==> config.mk <==
export PLATFORM = sky130hd
export DESIGN_NAME = mlic_multi_level_irq_controller
export DESIGN_NICKNAME = d
export VERILOG_FILES = /design/src/mlic_pkg.sv /design/src/mlic_multi_level_irq_controller.sv
export VERILOG_INCLUDE_DIRS = /design/src
export SDC_FILE = /design/constraint.sdc
export NUM_CORES = 1
export LEC_CHECK = 0
export BUFFER_PORTS_ARGS = -buffer_cell sky130_fd_sc_hd__buf_2
export CORE_UTILIZATION = 40
export CTS_BUF_LIST = sky130_fd_sc_hd__clkbuf_16
export DETAILED_ROUTE_END_ITERATION = 8
export SLEW_MARGIN = 20
export SYNTH_ARGS = -nofsm -noshare
export SYNTH_HDL_FRONTEND = slang
export SYNTH_SLANG_ARGS = --single-unit
export TNS_END_PERCENT = 30
==> constraint.sdc <==
create_clock -name CORE_CLK -period 7.7 [get_ports CORE_CLK]
set_input_delay 0.77 -clock CORE_CLK [delete_from_list [all_inputs] [get_ports CORE_CLK]]
set_output_delay 0.77 -clock CORE_CLK [all_outputs]
set_load 0.03 [all_outputs]
==> src/mlic_consts.svh <==
// Purpose: constants of the multi-level interrupt controller
// Assumes: word addressed program memory, 17-bit program counter
// Notes: Contract list below
//
// Contract
// Each peripheral request is tagged with one of three levels: high, medium or low.
// A pending medium request preempts a running low level routine.
// A pending high request preempts a running low or medium level routine.
// Low requests are arbitrated by fixed priority or by selectable round-robin.
// Oscillator failure raises a non-maskable request with its own vector at word 0x002.
// Every distinct interrupt owns its own vector address.
// The vector is the peripheral base plus the per-interrupt offset, in words.
// On acceptance the core's program counter is loaded with the vector.
// The whole vector table can be moved to the start of the boot section.
// Port C base is 0x004, port R base 0x008, DMA base 0x00C.
// 32-bit counter base is 0x014, two-wire C base 0x018, timer C0 base 0x01C.
// Fixed vectors: SPI C at 0x030, cipher engine at 0x03E, SPI D at 0x0AE.
// Nonvolatile base is 0x040, port D base 0x080, serial F0 base 0x0EE.
// A request never preempts a routine of the same or a higher level.
`ifndef MLIC_CONSTS_SVH
`define MLIC_CONSTS_SVH

// ----------------------------------------------------------------
// sizes
// ----------------------------------------------------------------
`define MLIC_NSRC 12
`define MLIC_VW 17
`define MLIC_OFFW 4
`define MLIC_OFF_SPAN 17'h00010
`define MLIC_BOOT_BASE 17'h10000

// ----------------------------------------------------------------
// level request codes and active-level indices
// ----------------------------------------------------------------
`define MLIC_REQ_LOW 2'h1
`define MLIC_REQ_MED 2'h2
`define MLIC_REQ_HIGH 2'h3
`define MLIC_ACT_LOW 2'h0
`define MLIC_ACT_MED 2'h1
`define MLIC_ACT_HIGH 2'h2
`define MLIC_ACT_NMI 2'h3

// ----------------------------------------------------------------
// source indices
// ----------------------------------------------------------------
`define MLIC_SRC_PORT_C 4'h0
`define MLIC_SRC_PORT_R 4'h1
`define MLIC_SRC_DMA 4'h2
`define MLIC_SRC_CNT32 4'h3
`define MLIC_SRC_TWI_C 4'h4
`define MLIC_SRC_TMR_C0 4'h5
`define MLIC_SRC_SPI_C 4'h6
`define MLIC_SRC_CIPHER 4'h7
`define MLIC_SRC_NVM 4'h8
`define MLIC_SRC_PORT_D 4'h9
`define MLIC_SRC_SPI_D 4'hA
`define MLIC_SRC_SER_F0 4'hB

// ----------------------------------------------------------------
// vector map, word addresses
// ----------------------------------------------------------------
`define MLIC_OSC_FAILURE_VECTOR 17'h00002
`define MLIC_PORT_C_IRQ_BASE 17'h00004
`define MLIC_PORT_R_IRQ_BASE 17'h00008
`define MLIC_DMA_IRQ_BASE 17'h0000C
`define MLIC_COUNTER32_IRQ_BASE 17'h00014
`define MLIC_TWOWIRE_C_IRQ_BASE 17'h00018
`define MLIC_TIMER_C0_IRQ_BASE 17'h0001C
`define MLIC_SPI_C_VECTOR 17'h00030
`define MLIC_CIPHER_VECTOR 17'h0003E
`define MLIC_NONVOLATILE_IRQ_BASE 17'h00040
`define MLIC_PORT_D_IRQ_BASE 17'h00080
`define MLIC_SPI_D_VECTOR 17'h000AE
`define MLIC_SERIAL_F0_IRQ_BASE 17'h000EE

`endif

==> src/mlic_pkg.sv <==
// Purpose: types of the multi-level interrupt controller
// Assumes: constants come from mlic_consts.svh
// Notes: widths only, no logic
`include "mlic_consts.svh"

package mlic_pkg;
  typedef logic [`MLIC_VW-1:0] mlic_vec_t;
  typedef logic [`MLIC_NSRC-1:0] mlic_req_t;
  typedef logic [2*`MLIC_NSRC-1:0] mlic_lvlcfg_t;
  typedef logic [`MLIC_OFFW*`MLIC_NSRC-1:0] mlic_offs_t;
  typedef logic [3:0] mlic_src_t;
  typedef logic [1:0] mlic_act_t;
endpackage : mlic_pkg

==> src/mlic_multi_level_irq_controller.sv <==
// Purpose: three-level nested interrupt controller with NMI and vector generation
// Assumes: core pulses CORE_ACK to take the presented vector, CORE_RETI on return
// Notes: requests stay high until the peripheral clears them in its routine
`timescale 1ns/10ps
`include "mlic_consts.svh"

module mlic_multi_level_irq_controller (
  input wire logic CORE_CLK,
  input wire logic RST_B,
  input wire mlic_pkg::mlic_req_t IRQ_REQ,
  input wire mlic_pkg::mlic_lvlcfg_t IRQ_LEVEL,
  input wire mlic_pkg::mlic_offs_t IRQ_OFFSET,
  input wire logic [2:0] LEVEL_EN,
  input wire logic RR_EN,
  input wire logic BOOT_VECT_SEL,
  input wire logic OSC_FAIL,
  input wire logic CORE_ACK,
  input wire logic CORE_RETI,
  output logic IRQ_VALID,
  output mlic_pkg::mlic_vec_t IRQ_VECTOR,
  output mlic_pkg::mlic_act_t IRQ_ACT_LEVEL,
  output mlic_pkg::mlic_src_t IRQ_SRC,
  output logic [3:0] ACTIVE_LEVELS
);
  import mlic_pkg::*;

  // ----------------------------------------------------------------
  // state
  // ----------------------------------------------------------------
  logic osc_meta_reg, osc_sync_reg, osc_prev_reg;
  logic nmi_pend_reg;
  logic [3:0] active_reg, active_next;
  mlic_src_t rr_ptr_reg;
  logic valid_reg, valid_next;
  mlic_vec_t vector_reg, vector_next;
  mlic_act_t lvl_reg, lvl_next;
  mlic_src_t src_reg, src_next;
  logic hi_hit, med_hit, low_hit;
  mlic_src_t hi_src, med_src, low_src;
  logic take;
  int j;

  // base address of each source
  function automatic mlic_vec_t base_of(input mlic_src_t s);
    mlic_vec_t b;
    unique case (s) // one entry per source, no shared vector
      `MLIC_SRC_PORT_C: b = `MLIC_PORT_C_IRQ_BASE;
      `MLIC_SRC_PORT_R: b = `MLIC_PORT_R_IRQ_BASE;
      `MLIC_SRC_DMA: b = `MLIC_DMA_IRQ_BASE;
      `MLIC_SRC_CNT32: b = `MLIC_COUNTER32_IRQ_BASE;
      `MLIC_SRC_TWI_C: b = `MLIC_TWOWIRE_C_IRQ_BASE;
      `MLIC_SRC_TMR_C0: b = `MLIC_TIMER_C0_IRQ_BASE;
      `MLIC_SRC_SPI_C: b = `MLIC_SPI_C_VECTOR;
      `MLIC_SRC_CIPHER: b = `MLIC_CIPHER_VECTOR;
      `MLIC_SRC_NVM: b = `MLIC_NONVOLATILE_IRQ_BASE;
      `MLIC_SRC_PORT_D: b = `MLIC_PORT_D_IRQ_BASE;
      `MLIC_SRC_SPI_D: b = `MLIC_SPI_D_VECTOR;
      `MLIC_SRC_SER_F0: b = `MLIC_SERIAL_F0_IRQ_BASE;
      default: b = '0;
    endcase
    return b;
  endfunction : base_of

  // single-vector sources ignore their offset
  function automatic logic single_vec(input mlic_src_t s);
    return (s == `MLIC_SRC_SPI_C) || (s == `MLIC_SRC_CIPHER) || (s == `MLIC_SRC_SPI_D);
  endfunction : single_vec

  // table start, zero or boot section
  function automatic mlic_vec_t table_base(input logic boot);
    return boot ? `MLIC_BOOT_BASE : '0;
  endfunction : table_base

  // full vector of a maskable source
  function automatic mlic_vec_t vec_of(input mlic_src_t s, input logic boot,
                                       input mlic_offs_t offs);
    mlic_vec_t o;
    o = single_vec(s) ? '0 : mlic_vec_t'(offs[`MLIC_OFFW*s +: `MLIC_OFFW]);
    return mlic_vec_t'(table_base(boot) + base_of(s) + o);
  endfunction : vec_of

  // ----------------------------------------------------------------
  // oscillator failure synchroniser and sticky NMI
  // ----------------------------------------------------------------
  always_ff @(posedge CORE_CLK) begin
    if (!RST_B) begin
      osc_meta_reg <= 1'b0;
      osc_sync_reg <= 1'b0;
      osc_prev_reg <= 1'b0;
    end else begin
      osc_meta_reg <= OSC_FAIL;
      osc_sync_reg <= osc_meta_reg;
      osc_prev_reg <= osc_sync_reg;
    end
  end

  // new failure wins over the clear by acceptance
  always_ff @(posedge CORE_CLK) begin
    if (!RST_B) begin
      nmi_pend_reg <= 1'b0;
    end else if (osc_sync_reg && !osc_prev_reg) begin
      nmi_pend_reg <= 1'b1;
    end else if (take && lvl_reg == `MLIC_ACT_NMI) begin
      nmi_pend_reg <= 1'b0;
    end
  end

  // ----------------------------------------------------------------
  // per-level winners
  // ----------------------------------------------------------------
  always_comb begin
    hi_hit = 1'b0;
    med_hit = 1'b0;
    low_hit = 1'b0;
    hi_src = '0;
    med_src = '0;
    low_src = '0;
    j = 0;
    // fixed priority, lowest index wins
    for (int i = `MLIC_NSRC - 1; i >= 0; i--) begin
      if (IRQ_REQ[i] && IRQ_LEVEL[2*i +: 2] == `MLIC_REQ_HIGH) begin
        hi_hit = 1'b1;
        hi_src = mlic_src_t'(i);
      end
      if (IRQ_REQ[i] && IRQ_LEVEL[2*i +: 2] == `MLIC_REQ_MED) begin
        med_hit = 1'b1;
        med_src = mlic_src_t'(i);
      end
    end
    // low level: search starts at the round-robin pointer when enabled
    for (int k = `MLIC_NSRC - 1; k >= 0; k--) begin
      j = (RR_EN ? int'(rr_ptr_reg) : 0) + k;
      if (j >= `MLIC_NSRC) begin
        j = j - `MLIC_NSRC;
      end
      if (IRQ_REQ[j] && IRQ_LEVEL[2*j +: 2] == `MLIC_REQ_LOW) begin
        low_hit = 1'b1;
        low_src = mlic_src_t'(j);
      end
    end
  end

  // ----------------------------------------------------------------
  // selection against the running levels
  // ----------------------------------------------------------------
  assign take = CORE_ACK && valid_reg;

  always_comb begin
    valid_next = 1'b0;
    vector_next = vector_reg;
    lvl_next = lvl_reg;
    src_next = src_reg;
    if (take) begin
      valid_next = 1'b0; // re-evaluate once the new level is running
    end else if (nmi_pend_reg && !active_reg[3]) begin
      valid_next = 1'b1; // level enables do not gate it
      vector_next = mlic_vec_t'(table_base(BOOT_VECT_SEL) + `MLIC_OSC_FAILURE_VECTOR);
      lvl_next = `MLIC_ACT_NMI;
      src_next = '0;
    end else if (hi_hit && LEVEL_EN[2] && active_reg[3:2] == 2'h0) begin
      valid_next = 1'b1;
      vector_next = vec_of(hi_src, BOOT_VECT_SEL, IRQ_OFFSET);
      lvl_next = `MLIC_ACT_HIGH;
      src_next = hi_src;
    end else if (med_hit && LEVEL_EN[1] && active_reg[3:1] == 3'h0) begin
      valid_next = 1'b1;
      vector_next = vec_of(med_src, BOOT_VECT_SEL, IRQ_OFFSET);
      lvl_next = `MLIC_ACT_MED;
      src_next = med_src;
    end else if (low_hit && LEVEL_EN[0] && active_reg == 4'h0) begin
      valid_next = 1'b1;
      vector_next = vec_of(low_src, BOOT_VECT_SEL, IRQ_OFFSET);
      lvl_next = `MLIC_ACT_LOW;
      src_next = low_src;
    end
  end

  // presented vector for the core's program counter
  always_ff @(posedge CORE_CLK) begin
    if (!RST_B) begin
      valid_reg <= 1'b0;
      vector_reg <= '0;
      lvl_reg <= `MLIC_ACT_LOW;
      src_reg <= '0;
    end else begin
      valid_reg <= valid_next;
      vector_reg <= vector_next;
      lvl_reg <= lvl_next;
      src_reg <= src_next;
    end
  end

  // ----------------------------------------------------------------
  // running levels: return clears the top one, acceptance sets one
  // ----------------------------------------------------------------
  always_comb begin
    active_next = active_reg;
    if (CORE_RETI) begin
      if (active_reg[3]) begin
        active_next[3] = 1'b0;
      end else if (active_reg[2]) begin
        active_next[2] = 1'b0;
      end else if (active_reg[1]) begin
        active_next[1] = 1'b0;
      end else begin
        active_next[0] = 1'b0;
      end
    end
    if (take) begin
      active_next[lvl_reg] = 1'b1;
    end
  end

  always_ff @(posedge CORE_CLK) begin
    if (!RST_B) begin
      active_reg <= 4'h0;
    end else begin
      active_reg <= active_next;
    end
  end

  // round-robin pointer moves past the last low source served
  always_ff @(posedge CORE_CLK) begin
    if (!RST_B) begin
      rr_ptr_reg <= '0;
    end else if (take && lvl_reg == `MLIC_ACT_LOW && RR_EN) begin
      rr_ptr_reg <= (src_reg == mlic_src_t'(`MLIC_NSRC - 1)) ? '0 : mlic_src_t'(src_reg + 1);
    end
  end

  // outputs
  assign IRQ_VALID = valid_reg;
  assign IRQ_VECTOR = vector_reg;
  assign IRQ_ACT_LEVEL = lvl_reg;
  assign IRQ_SRC = src_reg;
  assign ACTIVE_LEVELS = active_reg;

  // ----------------------------------------------------------------
  // assertions
  // ----------------------------------------------------------------
  property p_nmi_vector;
    @(posedge CORE_CLK) disable iff (!RST_B)
      valid_reg && lvl_reg == `MLIC_ACT_NMI |->
        vector_reg == mlic_vec_t'(table_base($past(BOOT_VECT_SEL)) + `MLIC_OSC_FAILURE_VECTOR);
  endproperty
  a_nmi_vector: assert property (p_nmi_vector) else $error("bad NMI vector");

  property p_nmi_unmasked;
    @(posedge CORE_CLK) disable iff (!RST_B)
      nmi_pend_reg && !active_reg[3] && !take |=> valid_reg && lvl_reg == `MLIC_ACT_NMI;
  endproperty
  a_nmi_unmasked: assert property (p_nmi_unmasked) else $error("NMI not presented");

  property p_high_preempts;
    @(posedge CORE_CLK) disable iff (!RST_B)
      hi_hit && LEVEL_EN[2] && active_reg[3:2] == 2'h0 && active_reg[1:0] != 2'h0
        && !nmi_pend_reg && !take |=> valid_reg && lvl_reg == `MLIC_ACT_HIGH;
  endproperty
  a_high_preempts: assert property (p_high_preempts) else $error("high did not preempt");

  property p_med_preempts;
    @(posedge CORE_CLK) disable iff (!RST_B)
      med_hit && !hi_hit && LEVEL_EN[1] && active_reg == 4'h1 && !nmi_pend_reg && !take
        |=> valid_reg && lvl_reg == `MLIC_ACT_MED;
  endproperty
  a_med_preempts: assert property (p_med_preempts) else $error("medium did not preempt");

  property p_no_equal_preempt;
    @(posedge CORE_CLK) disable iff (!RST_B)
      valid_reg |-> (active_reg >> lvl_reg) == 4'h0 || $past(CORE_RETI);
  endproperty
  a_no_equal_preempt: assert property (p_no_equal_preempt) else $error("same level preempt");

  property p_vector_sum;
    @(posedge CORE_CLK) disable iff (!RST_B)
      valid_reg && lvl_reg != `MLIC_ACT_NMI |->
        vector_reg == vec_of(src_reg, $past(BOOT_VECT_SEL), $past(IRQ_OFFSET));
  endproperty
  a_vector_sum: assert property (p_vector_sum) else $error("vector not base plus offset");

  property p_accept_level;
    @(posedge CORE_CLK) disable iff (!RST_B)
      take && !CORE_RETI |=> active_reg[$past(lvl_reg)] && !valid_reg;
  endproperty
  a_accept_level: assert property (p_accept_level) else $error("acceptance not recorded");

  property p_rr_advance;
    @(posedge CORE_CLK) disable iff (!RST_B)
      take && lvl_reg == `MLIC_ACT_LOW && RR_EN && src_reg == `MLIC_SRC_PORT_C
        |=> rr_ptr_reg == `MLIC_SRC_PORT_R;
  endproperty
  a_rr_advance: assert property (p_rr_advance) else $error("round-robin did not advance");

  property p_port_c_base;
    @(posedge CORE_CLK) disable iff (!RST_B)
      valid_reg && src_reg == `MLIC_SRC_PORT_C && lvl_reg != `MLIC_ACT_NMI && !$past(BOOT_VECT_SEL)
        |-> vector_reg >= `MLIC_PORT_C_IRQ_BASE
          && vector_reg < `MLIC_PORT_C_IRQ_BASE + `MLIC_OFF_SPAN;
  endproperty
  a_port_c_base: assert property (p_port_c_base) else $error("port C vector out of range");

endmodule : mlic_multi_level_irq_controller

* After elaboration in Yosys (flattened, before gate mapping)
Memory sizes are Yosys's and may differ from the RTL's. Cells that the tools add are included.
Word-level totals: register bits 36, memories 3, output and inout bits 28, word-level logic and storage cells 363, input bits 94, memory bits (read-only) 336
Memories:
- (no name shown) | words 16, width 7, read ports 1, clocked after memory_dff 0, wr ports 0, RTL line mlic_multi_level_irq_controller.sv:46 | unique case (s)
- (no name shown) | words 16, width 7, read ports 1, clocked after memory_dff 0, wr ports 0, RTL line mlic_multi_level_irq_controller.sv:46
- (no name shown) | words 16, width 7, read ports 1, clocked after memory_dff 0, wr ports 0, RTL line mlic_multi_level_irq_controller.sv:46
Cells by class: add/subtract/negate cells 31, equal/unequal tests 47, multiplexer cells 163, reductions and logical operators 65, bitwise gates (word level) 3, order comparisons 26, shifts and indexed selects 15
Operators with widths (number):
- less-than comparator 32 x 6 -> 1 bit (second input constant) | 12
- two-way mux 32 bit | 12
- indexed part select 24 x 32 -> 2 bit | 12
- greater-or-equal comparator 32 x 5 -> 1 bit (second input constant) | 11
- subtractor 32 x 5 -> 32 bit (second input constant) | 11
- two-way mux 17 bit | 17
- two-way mux 4 bit | 47
- indexed part select 48 x 7 -> 4 bit | 3
- adder 32 x 4 -> 32 bit (second input constant) | 4
- adder 32 x 5 -> 32 bit (second input constant) | 4
- two-way mux 1 bit | 68
- adder 32 x 3 -> 32 bit (second input constant) | 2
- adder 17 bit | 3
- adder 17 x 4 -> 17 bit | 3
- == test 2 bit (second input constant) | 25
- logical AND 1 bit | 49
- binary-select mux 1 bit (select 4 bit) | 12
- adder 32 x 2 -> 32 bit (second input constant) | 1
- == test 2 x 1 -> 1 bit (second input constant) | 12
- == test 4 x 3 -> 1 bit (second input constant) | 6
- adder 17 x 2 -> 17 bit (second input constant) | 1
- == test 4 bit (second input constant) | 4
- two-way mux 2 bit | 5
- logical OR 1 bit | 6
- 17 further kinds | 20

* Logic depth before layout (Yosys ltp)
Gate-level depths: netlist (run 1).
depth after elaboration 33, mapped depth 34, depth with buffers taken out 31

* Worst setup path before layout (run 1)
OpenSTA, ideal clock, no wires.
path type input -> register, start input RR_EN, end register vector_reg[5] (netlist: IRQ_VECTOR[5]), cell stages on the path 33, data arrival time 6469 ps, required time 7613 ps, path slack 1144 ps, library setup time 87 ps, buffers on the path 4, cells stage by stage buf_6 -> and2_1 -> buf_4 -> ha_1 -> clkbuf_1 -> nand2_1 -> mux2_2 -> inv_2 -> ha_1 -> inv_1 -> ha_1 -> inv_1 -> a31o_2 -> mux2i_4 -> mux2i_1 -> o22ai_1 -> a2111oi_0 -> inv_1 -> a211oi_2 -> nor2_2 -> inv_2 -> buf_4 -> mux2i_1 -> mux2i_1 -> mux2_2 -> o21a_1 -> fa_1 -> a21oi_1 -> inv_1 -> and3_1 -> o21bai_1 -> a31oi_1 -> o31ai_1
On the way: word-level cells in the longest chain between the ends 32, elaborated cells on any way between the ends 167, those cells by class add/sub (25); order compare (12); eq/ne (15); shift (13); mux (83); reduce/logical (18); memory (1)
RTL lines:
- start: declaration | RTL line mlic_multi_level_irq_controller.sv:14 | input wire logic RR_EN,
- two-way mux 4 bit (*) | RTL line mlic_multi_level_irq_controller.sv:132 | j = (RR_EN ? int'(rr_ptr_reg) : 0) + k;
- branches (longest 31 deep; another with adder 32 x 5 -> 32 bit)
- end signal: assignment | RTL line mlic_multi_level_irq_controller.sv:187 | vector_reg <= vector_next;
- end: declaration | RTL line mlic_multi_level_irq_controller.sv:35 | mlic_vec_t vector_reg, vector_next;
Every way passes the cells marked *. The select of a mux whose other input is x is not followed. A chain may end at the register's enable or synchronous reset.

* Worst setup path after layout (run 1)
Ends and elaborated chain as after synthesis.

==> flow_metrics.tcl, run 1 <==
set metrics [dict create \
    vias 8107 \
    status "complete, no violations" \
    antenna_found_initial 0 \
    grt-ovfl-total 0 \
    slew_viol_final 0 \
    num_rows 48 \
    p_comb_share_pct 65.5 \
    ir_drop_uv 85.8 \
    holdPathStages 1 \
    grt_use_met3_pct 1.91 \
    coreArea_um2 17400 \
    rrSetupSlack_ns 0.99 \
    syn_inst 999 \
    initial_core_util_pct 41.2 \
    die_w_um 136 \
    switching_share_pct 46.3 \
    synth_enable_flop_cells 0 \
    syn-cell-area_um2 7150 \
    crit_arrival_ns 7.21 \
    finalHoldViolCount 0 \
    use_met1_pct 38.3 \
    yosys.cell_types.count 97 \
    cts_tree "done" \
    critPathKind "in2reg" \
    die-area_um2 18400 \
    drive_above_1_share_pct 20.0 \
    seq_area_frac_synth_pct 8.12 \
    gp_congestion 0.966 \
    r2r_cells 29 \
    fin_skew_ns 0.00328 \
    rsz0062_at_grt "no" \
    synthToLayoutAreaGrowth_pct 13.7 \
    p_switching_mw 0.533 \
    grt_pass1_vias 7220 \
    hold_class "reg2reg" \
    clkPwrFrac_pct 18.5 \
    antenna_cells 0 \
    vias_per_cell 6.11 \
    maxSlewHeadroom_pct 29.6 \
    p_leak_nw 3.57 \
    mostFrequentLayoutCells "nand2_1 (126), buf_2 (114), nor2_1 (85)" \
    track_usage_pct 26.6 \
    hold_path_end "osc_sync_reg$_SDFF_PN0_" \
    met2_usage_pct 43.6 \
    ys_ff_latch 29 \
    busiest_layer "met2" \
    grt_max_degree 33 \
    wirelength_mm 24.6 \
    worstPathMaxFanout 23 \
    power_frac_seq_pct 16.0 \
    drv_cap 0 \
    finalCritPeriodShare_pct 91.2 \
    setup_violations 0 \
    cp_slowest_cell "a211oi_1" \
    internal-power_mw 0.618 \
    powerDensity_nw_per_um2 142 \
    cp-end-kind "flip-flop" \
    drt_iter0_markers 719 \
    htree_levels 2 \
    finalPower_mw 1.15 \
    critical_path.max_stage_delay_ns 0.61 \
    yosys_warnings 0 \
    cts_made_buffers 5 \
    nFillCells 1772 \
    min_period_ns 7.02 \
    setup.worst_path.start_class "input pin" \
    ys.flop_type "dfxtp_1" \
    clock.fmax_mhz 142 \
    worst_ep_required_time_ns 7.88 \
    ant_nets 0 \
    die_h_um 136 \
    crit_path_frequent_cell "ha_1" \
    routedWlPerCell_um 18.6 \
    cts_root_buf "clkbuf_16" \
    setup_tns_ns 0 \
    drc 0 \
    clock_latency_ns 0.27 \
    num-nets-final 1249 \
    port_buffers 114 \
    detail_route.first_pass.iterations 5 \
    numClockSinks 29 \
    async_flop_share_pct 0 \
    final_common_cell "nand2_1" \
    r2r_end "IRQ_VECTOR[5]$_SDFFE_PN0P_" \
    dpl.hpwl_mm 19.9 \
    r2r_start "rr_ptr_reg[2]$_SDFFE_PN0P_" \
    io_pins 122 \
    worstMarginPinSlew_ns 1.05 \
    largest_register_ffs 10 \
    postSynthAreaPerCell_um2 7.16 \
    grt_pass1_wl_mm 39.2 \
    clockBufferDepth 2 \
    hp-start "osc_meta_reg$_SDFF_PN0_" \
    clk_pin_slew_ns 0.05 \
]
[how the worst max path moves through the flow]
stage                from                         end  slack, ns  cells after the start
finish              RR_EN  IRQ_VECTOR[5]$_SDFFE_PN0P_       0.68                     31
global route        RR_EN  IRQ_VECTOR[5]$_SDFFE_PN0P_       0.11                     31
CTS                 RR_EN  IRQ_VECTOR[5]$_SDFFE_PN0P_       0.58                     31
detailed placement  RR_EN  IRQ_VECTOR[5]$_SDFFE_PN0P_       0.33                     31
global placement    RR_EN  IRQ_VECTOR[5]$_SDFFE_PN0P_       0.49                     31
floorplan           RR_EN  IRQ_VECTOR[5]$_SDFFE_PN0P_       1.14                     33
[cells by family (layout without fill, tap and decap cells)]
logic type	count (synthesis)	count (layout)	synth area share, %
adder cells (fa/ha/maj)	55	55	9.94
other	1	7	0.0524
AND/OR/NAND/NOR	419	419	29.2
flip-flops	29	29	8.12
multiplexers	78	78	12.8
buffers and inverters	97	193	6.33
AO/OA/AOI/OAI	301	301	30.7
XOR/XNOR	19	19	2.90
[power by group through the flow]
stage	Sequential (mW)	Clock, mW	Combinational [mW]
6_report	0.185	0.213	0.754
3_3_place_gp	0.187	0	0.738
2_1_floorplan	0.217	0	0.508
3_5_place_dp	0.187	0	0.740
5_1_grt	0.186	0.223	0.825
4_1_cts	0.184	0.216	0.744
[metal layers]
layer  part of all wire, %  up-vias  routed length (µm)
li1                      -     3978                   -
met1                    47     3761               11700
met2                    45      336               11200
met3                   5.7       32                1400
met4                   1.5        0                 365
met5                     0        -                   0
[Yosys cell counts (all sizes together) (6+ instances only)]
| cell | n | area (µm²) |
|---|---|---|
| nand2 | 130 | 513 |
| nor2 | 87 | 332 |
| a21oi | 69 | 349 |
| mux2i | 61 | 623 |
| nand3 | 60 | 300 |
| ha | 52 | 651 |
| inv | 43 | 166 |
| o21ai | 36 | 180 |
| dfxtp | 29 | 581 |
| nor3 | 28 | 140 |
| buf | 26 | 181 |
| clkbuf | 26 | 97.6 |
| nand3b | 21 | 161 |
| o211ai | 21 | 158 |
| a211oi | 19 | 178 |
| o22ai | 19 | 119 |
| and2 | 18 | 113 |
| xnor2 | 16 | 181 |
| a31oi | 15 | 100 |
| nand2b | 15 | 93.8 |
| o31ai | 11 | 97.6 |
| and3 | 10 | 67.6 |
| a21o | 9 | 67.6 |
| a221oi | 9 | 91.3 |
| a32oi | 9 | 86.3 |
| mux4 | 9 | 203 |
| nor2b | 9 | 56.3 |
| mux2 | 8 | 90.1 |
| a21boi | 7 | 52.6 |
| a22oi | 7 | 57.6 |
| a311oi | 7 | 67.6 |
| and3b | 7 | 61.3 |
| a211o | 6 | 52.6 |
| a31o | 6 | 52.6 |
| nor4 | 6 | 37.5 |
| o21a | 6 | 45.0 |
[stage by stage]
stage	instance area [µm²]	instances	hold WS [ns]	setup WS (ns)	util (%)
finish	8130	1326	0.443	0.678	46.8
global route	8130	1326	0.470	0.105	46.8
CTS	8130	1326	0.449	0.576	46.8
detailed placement	7970	1318	0.438	0.331	45.9
global placement	7970	1318	0.429	0.494	45.9
floorplan	7170	1005	0.412	1.14	-
[area by class of cell]
type / instances / area [µm²] / area share [%]
clock inverters: 3 / 37.5 / 0.462
clock buffers: 5 / 125 / 1.54
inverters: 45 / 176 / 2.17
well taps: 225 / 282 / 3.46
flip-flops and latches: 29 / 581 / 7.14
multi-input cells: 879 / 6160 / 75.8
repair buffers: 140 / 766 / 9.42
[worst max-delay path: cells and delay by family]
kind                       cells  cell delay, ns
buffers and inverters          6            0.86
AOI/OAI and AO/OA             11            2.43
and+or+nand+nor                7            1.36
adders and majority gates      4            1.17
muxes                          3            0.62
[repair_timing]
action	CTS	global route
hold buffers	0	0
buffers inserted	0	0
resized for setup	0	3
hold endpoints to repair	0	0
endpoints found under the setup margin	0	1
Power figures use the tool's default switching activity.
==> run 2, diff against run 1 <==
Settings changed: CORE_MARGIN set to 10.
==> flow_metrics.tcl, run 2 (same netlist as run 1, synthesis figures left out) <==
set metrics [dict create \
    finalHoldViolCount 0 \
    p_leak_nw 3.57 \
    cts_tree "done" \
    antenna_cells 0 \
    fin_skew_ns 0.00422 \
    coreArea_um2 17400 \
    crit_arrival_ns 7.29 \
    cts_made_buffers 5 \
    numClockSinks 29 \
    routedWlPerCell_um 19.2 \
    critical_path.max_stage_delay_ns 0.49 \
    final_area_um2 8130 \
    cp-end-kind "flip-flop" \
    setup_violations 0 \
    maxSlewHeadroom_pct 37.7 \
    drc 0 \
    dpl.hpwl_mm 20.9 \
    antenna_found_initial 0 \
    mostFrequentLayoutCells "nand2_1 (126), buf_2 (114), nor2_1 (85)" \
    critPathKind "in2reg" \
    nFillCells 1815 \
    slew_viol_final 0 \
    clock_latency_ns 0.27 \
    initial_core_util_pct 41.1 \
    grt_max_degree 27 \
    finalCritPeriodShare_pct 92.3 \
    hold_ws_ns 0.445 \
    worst_ep_required_time_ns 7.89 \
    vias 8089 \
    die-area_um2 23600 \
    htree_levels 2 \
    post_dp_cell_area_um2 7990 \
    cp_slowest_cell "a21oi_1" \
    clk_pin_slew_ns 0.05 \
    place_ws_ns 0.448 \
    setup.worst_path.start_class "input pin" \
    cts_root_buf "clkbuf_16" \
    hold_class "reg2reg" \
    vias_per_cell 6.09 \
    port_buffers 114 \
    min_period_ns 7.11 \
    synthToLayoutAreaGrowth_pct 13.7 \
    final_core_util_pct 46.7 \
    detail_route.first_pass.iterations 6 \
    holdPathStages 1 \
    num_rows 48 \
    layout_setup_ws_ns 0.595 \
    ir_drop_uv 80.5 \
    gp_congestion 0.964 \
    drv_cap 0 \
    die_w_um 154 \
    final_common_cell "nand2_1" \
    drt_iter0_markers 724 \
    powerDensity_nw_per_um2 137 \
    clock.fmax_mhz 141 \
    wirelength_mm 25.5 \
    io_pins 122 \
    setup_tns_ns 0 \
    worstMarginPinSlew_ns 0.927 \
    track_usage_pct 20.3 \
    worstPathMaxFanout 23 \
    ant_nets 0 \
    die_h_um 154 \
    clockBufferDepth 2 \
    grt-ovfl-total 0 \
    largest_register_ffs 10 \
    num-nets-final 1252 \
    r2r_cells 29 \
    grt_pass1_vias 7653 \
    drive_above_1_share_pct 20.2 \
    status "complete, no violations" \
    rsz0062_at_grt "no" \
    postCtsSetupBuffers 0 \
    grt_pass1_wl_mm 40.8 \
]
run 2: final timing paths:
| check | to | startpoint | slack [ns] |
|---|---|---|---|
| setup / recovery | IRQ_VECTOR[5]$_SDFFE_PN0P_ | RR_EN | 0.59 |
| hold / removal | osc_prev_reg$_SDFF_PN0_ | osc_sync_reg$_SDFF_PN0_ | 0.45 |
| setup reg to reg | IRQ_VECTOR[5]$_SDFFE_PN0P_ | rr_ptr_reg[1]$_SDFFE_PN0P_ | 1.01 |
| hold reg to reg | osc_prev_reg$_SDFF_PN0_ | osc_sync_reg$_SDFF_PN0_ | 0.45 |
run 2: what timing repair did:
item	4_1_cts	5_1_grt
gates resized for setup	0	2
hold buffers	0	0
setup endpoints to repair	0	1
run 2: power breakdown:
part / leakage (nW) / internal, mW / switching [mW]
clock: 0.0685 / 0.115 / 0.0594
combinational: 3.27 / 0.302 / 0.456
sequential: 0.238 / 0.169 / 0.0131
run 2: stage by stage:
| step | total power [mW] | cells |
|---|---|---|
| 2_1_floorplan | 0.725 | 1005 |
| 3_3_place_gp | 0.931 | 1321 |
| 3_5_place_dp | 0.931 | 1321 |
| 4_1_cts | 1.11 | 1328 |
| 5_1_grt | 1.20 | 1328 |
| 6_report | 1.11 | 1328 |
run 2: area by class of cell:
cell class	count	area (µm²)	area share, %
clock buffer	5	125	1.54
clock inverter	2	7.51	0.0923
inverter	45	175	2.15
multi-input combinational	879	6170	75.9
sequential	29	581	7.14
tap	225	282	3.46
timing repair buffer	143	788	9.70
run 2: per-layer routing:
layer  routed length, µm  vias to the layer above  track usage, %
li1                    -                     3967               -
met1               11400                     3739            27.5
met2               11400                      347            32.5
met3                2240                       36            4.16
met4                 403                        0            4.41
met5                   0                        -               0
run 2: critical path: cells and delay by family:
kind / cells / cell delay [ns]
compound gates: 9 / 1.88
simple gates: 7 / 1.34
fa+ha+maj: 4 / 1.19
mux: 5 / 1.19
buf+inv: 5 / 0.92
==> run 3, diff against run 2 <==
Settings changed: ABC_AREA set to 1, GPL_TIMING_DRIVEN set to 1.
==> flow_metrics.tcl, run 3 <==
set metrics [dict create \
    status "complete, no violations" \
    synth_compound_area_share_pct 23.8 \
    syn-cell-area_um2 6880 \
    ys_ff_latch 29 \
    grt_max_degree 47 \
    gp_congestion 0.972 \
    setup_violations 0 \
    r2r_cells 42 \
    synth_simple_gate_area_share_pct 39.6 \
    crit_path_frequent_cell "nand2_1" \
    hp-start "osc_meta_reg$_SDFF_PN0_" \
    crit_arrival_ns 6.82 \
    finalPower_mw 1.34 \
    fin_skew_ns 0.00372 \
    worstMarginPinSlew_ns 0.766 \
    grt_pass1_wl_mm 40.6 \
    numClockSinks 29 \
    synthXorXnorAreaFrac_pct 3.15 \
    largest_register_ffs 10 \
    critical_path.max_stage_delay_ns 0.45 \
    ys.flop_type "dfxtp_1" \
    powerDensity_nw_per_um2 175 \
    dpl.hpwl_mm 20.1 \
    critPathKind "in2reg" \
    cts_root_buf "clkbuf_16" \
    syn_inst 1270 \
    finalCritPeriodShare_pct 86.0 \
    holdPathStages 2 \
    setup_tns_ns 0 \
    postCtsSetupBuffers 0 \
    finalHoldViolCount 0 \
    r2r_end "IRQ_VECTOR[5]$_SDFFE_PN0P_" \
    yosys.cell_types.count 58 \
    num-nets-final 1506 \
    p_leak_nw 4.25 \
    wirelength_mm 24.9 \
    detail_route.first_pass.iterations 6 \
    rrSetupSlack_ns 1.60 \
    cts_tree "done" \
    slew_viol_final 0 \
    synth_top_family_by_area "simple AND/OR/NAND/NOR gates" \
    min_period_ns 6.62 \
    grt_pass1_vias 7999 \
    coreArea_um2 16700 \
    cts_hold_buf 0 \
    synthToLayoutAreaGrowth_pct 11.2 \
    postSynthAreaPerCell_um2 5.42 \
    yosys_warnings 0 \
    cp-end-kind "flip-flop" \
    drive_above_1_share_pct 12.9 \
    clock.fmax_mhz 151 \
    synth.top_cell.area_share_pct 19.0 \
    async_flop_share_pct 0 \
    num_rows 47 \
    mostFrequentLayoutCells "nand2_1 (348), inv_1 (171), nor2_1 (120)" \
    io_pins 122 \
    die_h_um 151 \
    final_common_cell "nand2_1" \
    hold_path_end "osc_sync_reg$_SDFF_PN0_" \
    clockBufferDepth 2 \
    drc 0 \
    rsz0062_at_grt "no" \
    worstPathMaxFanout 25 \
    die-area_um2 22900 \
    seq_area_frac_synth_pct 8.44 \
    drt_iter0_markers 835 \
    vias_per_cell 5.48 \
    synthAdderAreaFrac_pct 10.3 \
    track_usage_pct 21.3 \
    ctsResizeCount 0 \
    port_buffers 114 \
    ir_drop_uv 116 \
    yosysTopAreaCell "nand2_1" \
    cp_slowest_cell "o21ai_0" \
    r2r_start "rr_ptr_reg[1]$_SDFFE_PN0P_" \
    synthTopCellsByArea "nand2_1 (19%), ha_1 (9.5%), inv_1 (9.3%), dfxtp_1 (8.4%), nand3_1 (8.4%)" \
    maxSlewHeadroom_pct 48.9 \
    setup.worst_path.start_class "input pin" \
    ant_nets 0 \
    initial_core_util_pct 41.2 \
    synth.most_common_cell "nand2_1" \
    antenna_cells 0 \
    routedWlPerCell_um 15.8 \
    worst_ep_required_time_ns 7.90 \
    clk_pin_slew_ns 0.05 \
    htree_levels 2 \
    synth_mux_area_share_pct 0 \
    place_ws_ns 0.937 \
    clock_latency_ns 0.27 \
    antenna_found_initial 0 \
    grt-ovfl-total 0 \
    hold_class "reg2reg" \
    synth_enable_flop_cells 0 \
    layout_setup_ws_ns 1.08 \
    vias 8652 \
    synth_common_cells "nand2_1 (348), inv_1 (171), nor2_1 (120)" \
    drv_cap 0 \
    cts_made_buffers 5 \
    die_w_um 151 \
]
## run 3: cell count changes after synthesis, sizes merged, moves of 11 or more
cell	delta
mux2i	-61
nand4	+14
nor3	-12
a211oi	-16
nand3	+58
o21ai	+103
nand2b	-15
nor2	+34
and2	-17
o211ai	-11
inv	+146
nand2	+232
nand3b	-18
## run 3: metal layers
layer	track usage (%)	wire, µm
met1	29.2	11200
met5	0	0
met2	34.2	10900
met4	5.34	582
met3	2.92	2190
## run 3: kinds of logic after synthesis
kind of cell	after synthesis
compound gates	283
xor+xnor	20
fa+ha+maj	55
buf+inv	238
flops	29
other cells	1
simple gates	644
## run 3: final cells by class
| cell class | instances | area (µm²) |
|---|---|---|
| fill | 1885 | 9050 |
| multi-input combinational | 1009 | 5320 |
| inverter | 192 | 724 |
| timing repair buffer | 120 | 616 |
| sequential | 29 | 581 |
| tap | 220 | 275 |
| clock buffer | 5 | 125 |
| clock inverter | 3 | 12.5 |
## run 3: worst max-delay path by stage
stage / start / to / slack, ns / depth (start not counted)
after floorplan: RR_EN / IRQ_VECTOR[4]$_SDFFE_PN0P_ / 1.99 / 40
after global placement: RR_EN / IRQ_VECTOR[5]$_SDFFE_PN0P_ / 1.07 / 43
after detailed placement: RR_EN / IRQ_VECTOR[5]$_SDFFE_PN0P_ / 0.94 / 42
after CTS: RR_EN / IRQ_VECTOR[5]$_SDFFE_PN0P_ / 1.20 / 43
after global routing: RR_EN / IRQ_VECTOR[5]$_SDFFE_PN0P_ / 0.53 / 43
final: RR_EN / IRQ_VECTOR[5]$_SDFFE_PN0P_ / 1.08 / 43
## run 3: report_power, final
group,switching [mW],internal (mW)
registers,0.0145,0.173
clock network,0.0620,0.116
logic,0.649,0.321
## run 3: critical path, delay by kind of cell
| kind | cells | cell delay (ns) |
|---|---|---|
| buffers and inverters | 10 | 1.35 |
| adder cells (fa/ha/maj) | 5 | 1.17 |
| AND/OR/NAND/NOR | 21 | 2.26 |
| AO/OA/AOI/OAI | 7 | 1.23 |
## run 3: stage by stage
step	instance area, µm²	hold WS, ns	util, %	cells
floorplan	6900	0.390	-	1276
global placement	7510	0.401	45.0	1570
detailed placement	7510	0.401	45.0	1570
CTS	7650	0.415	45.8	1578
global route	7650	0.435	45.8	1578
finish	7650	0.411	45.8	1578
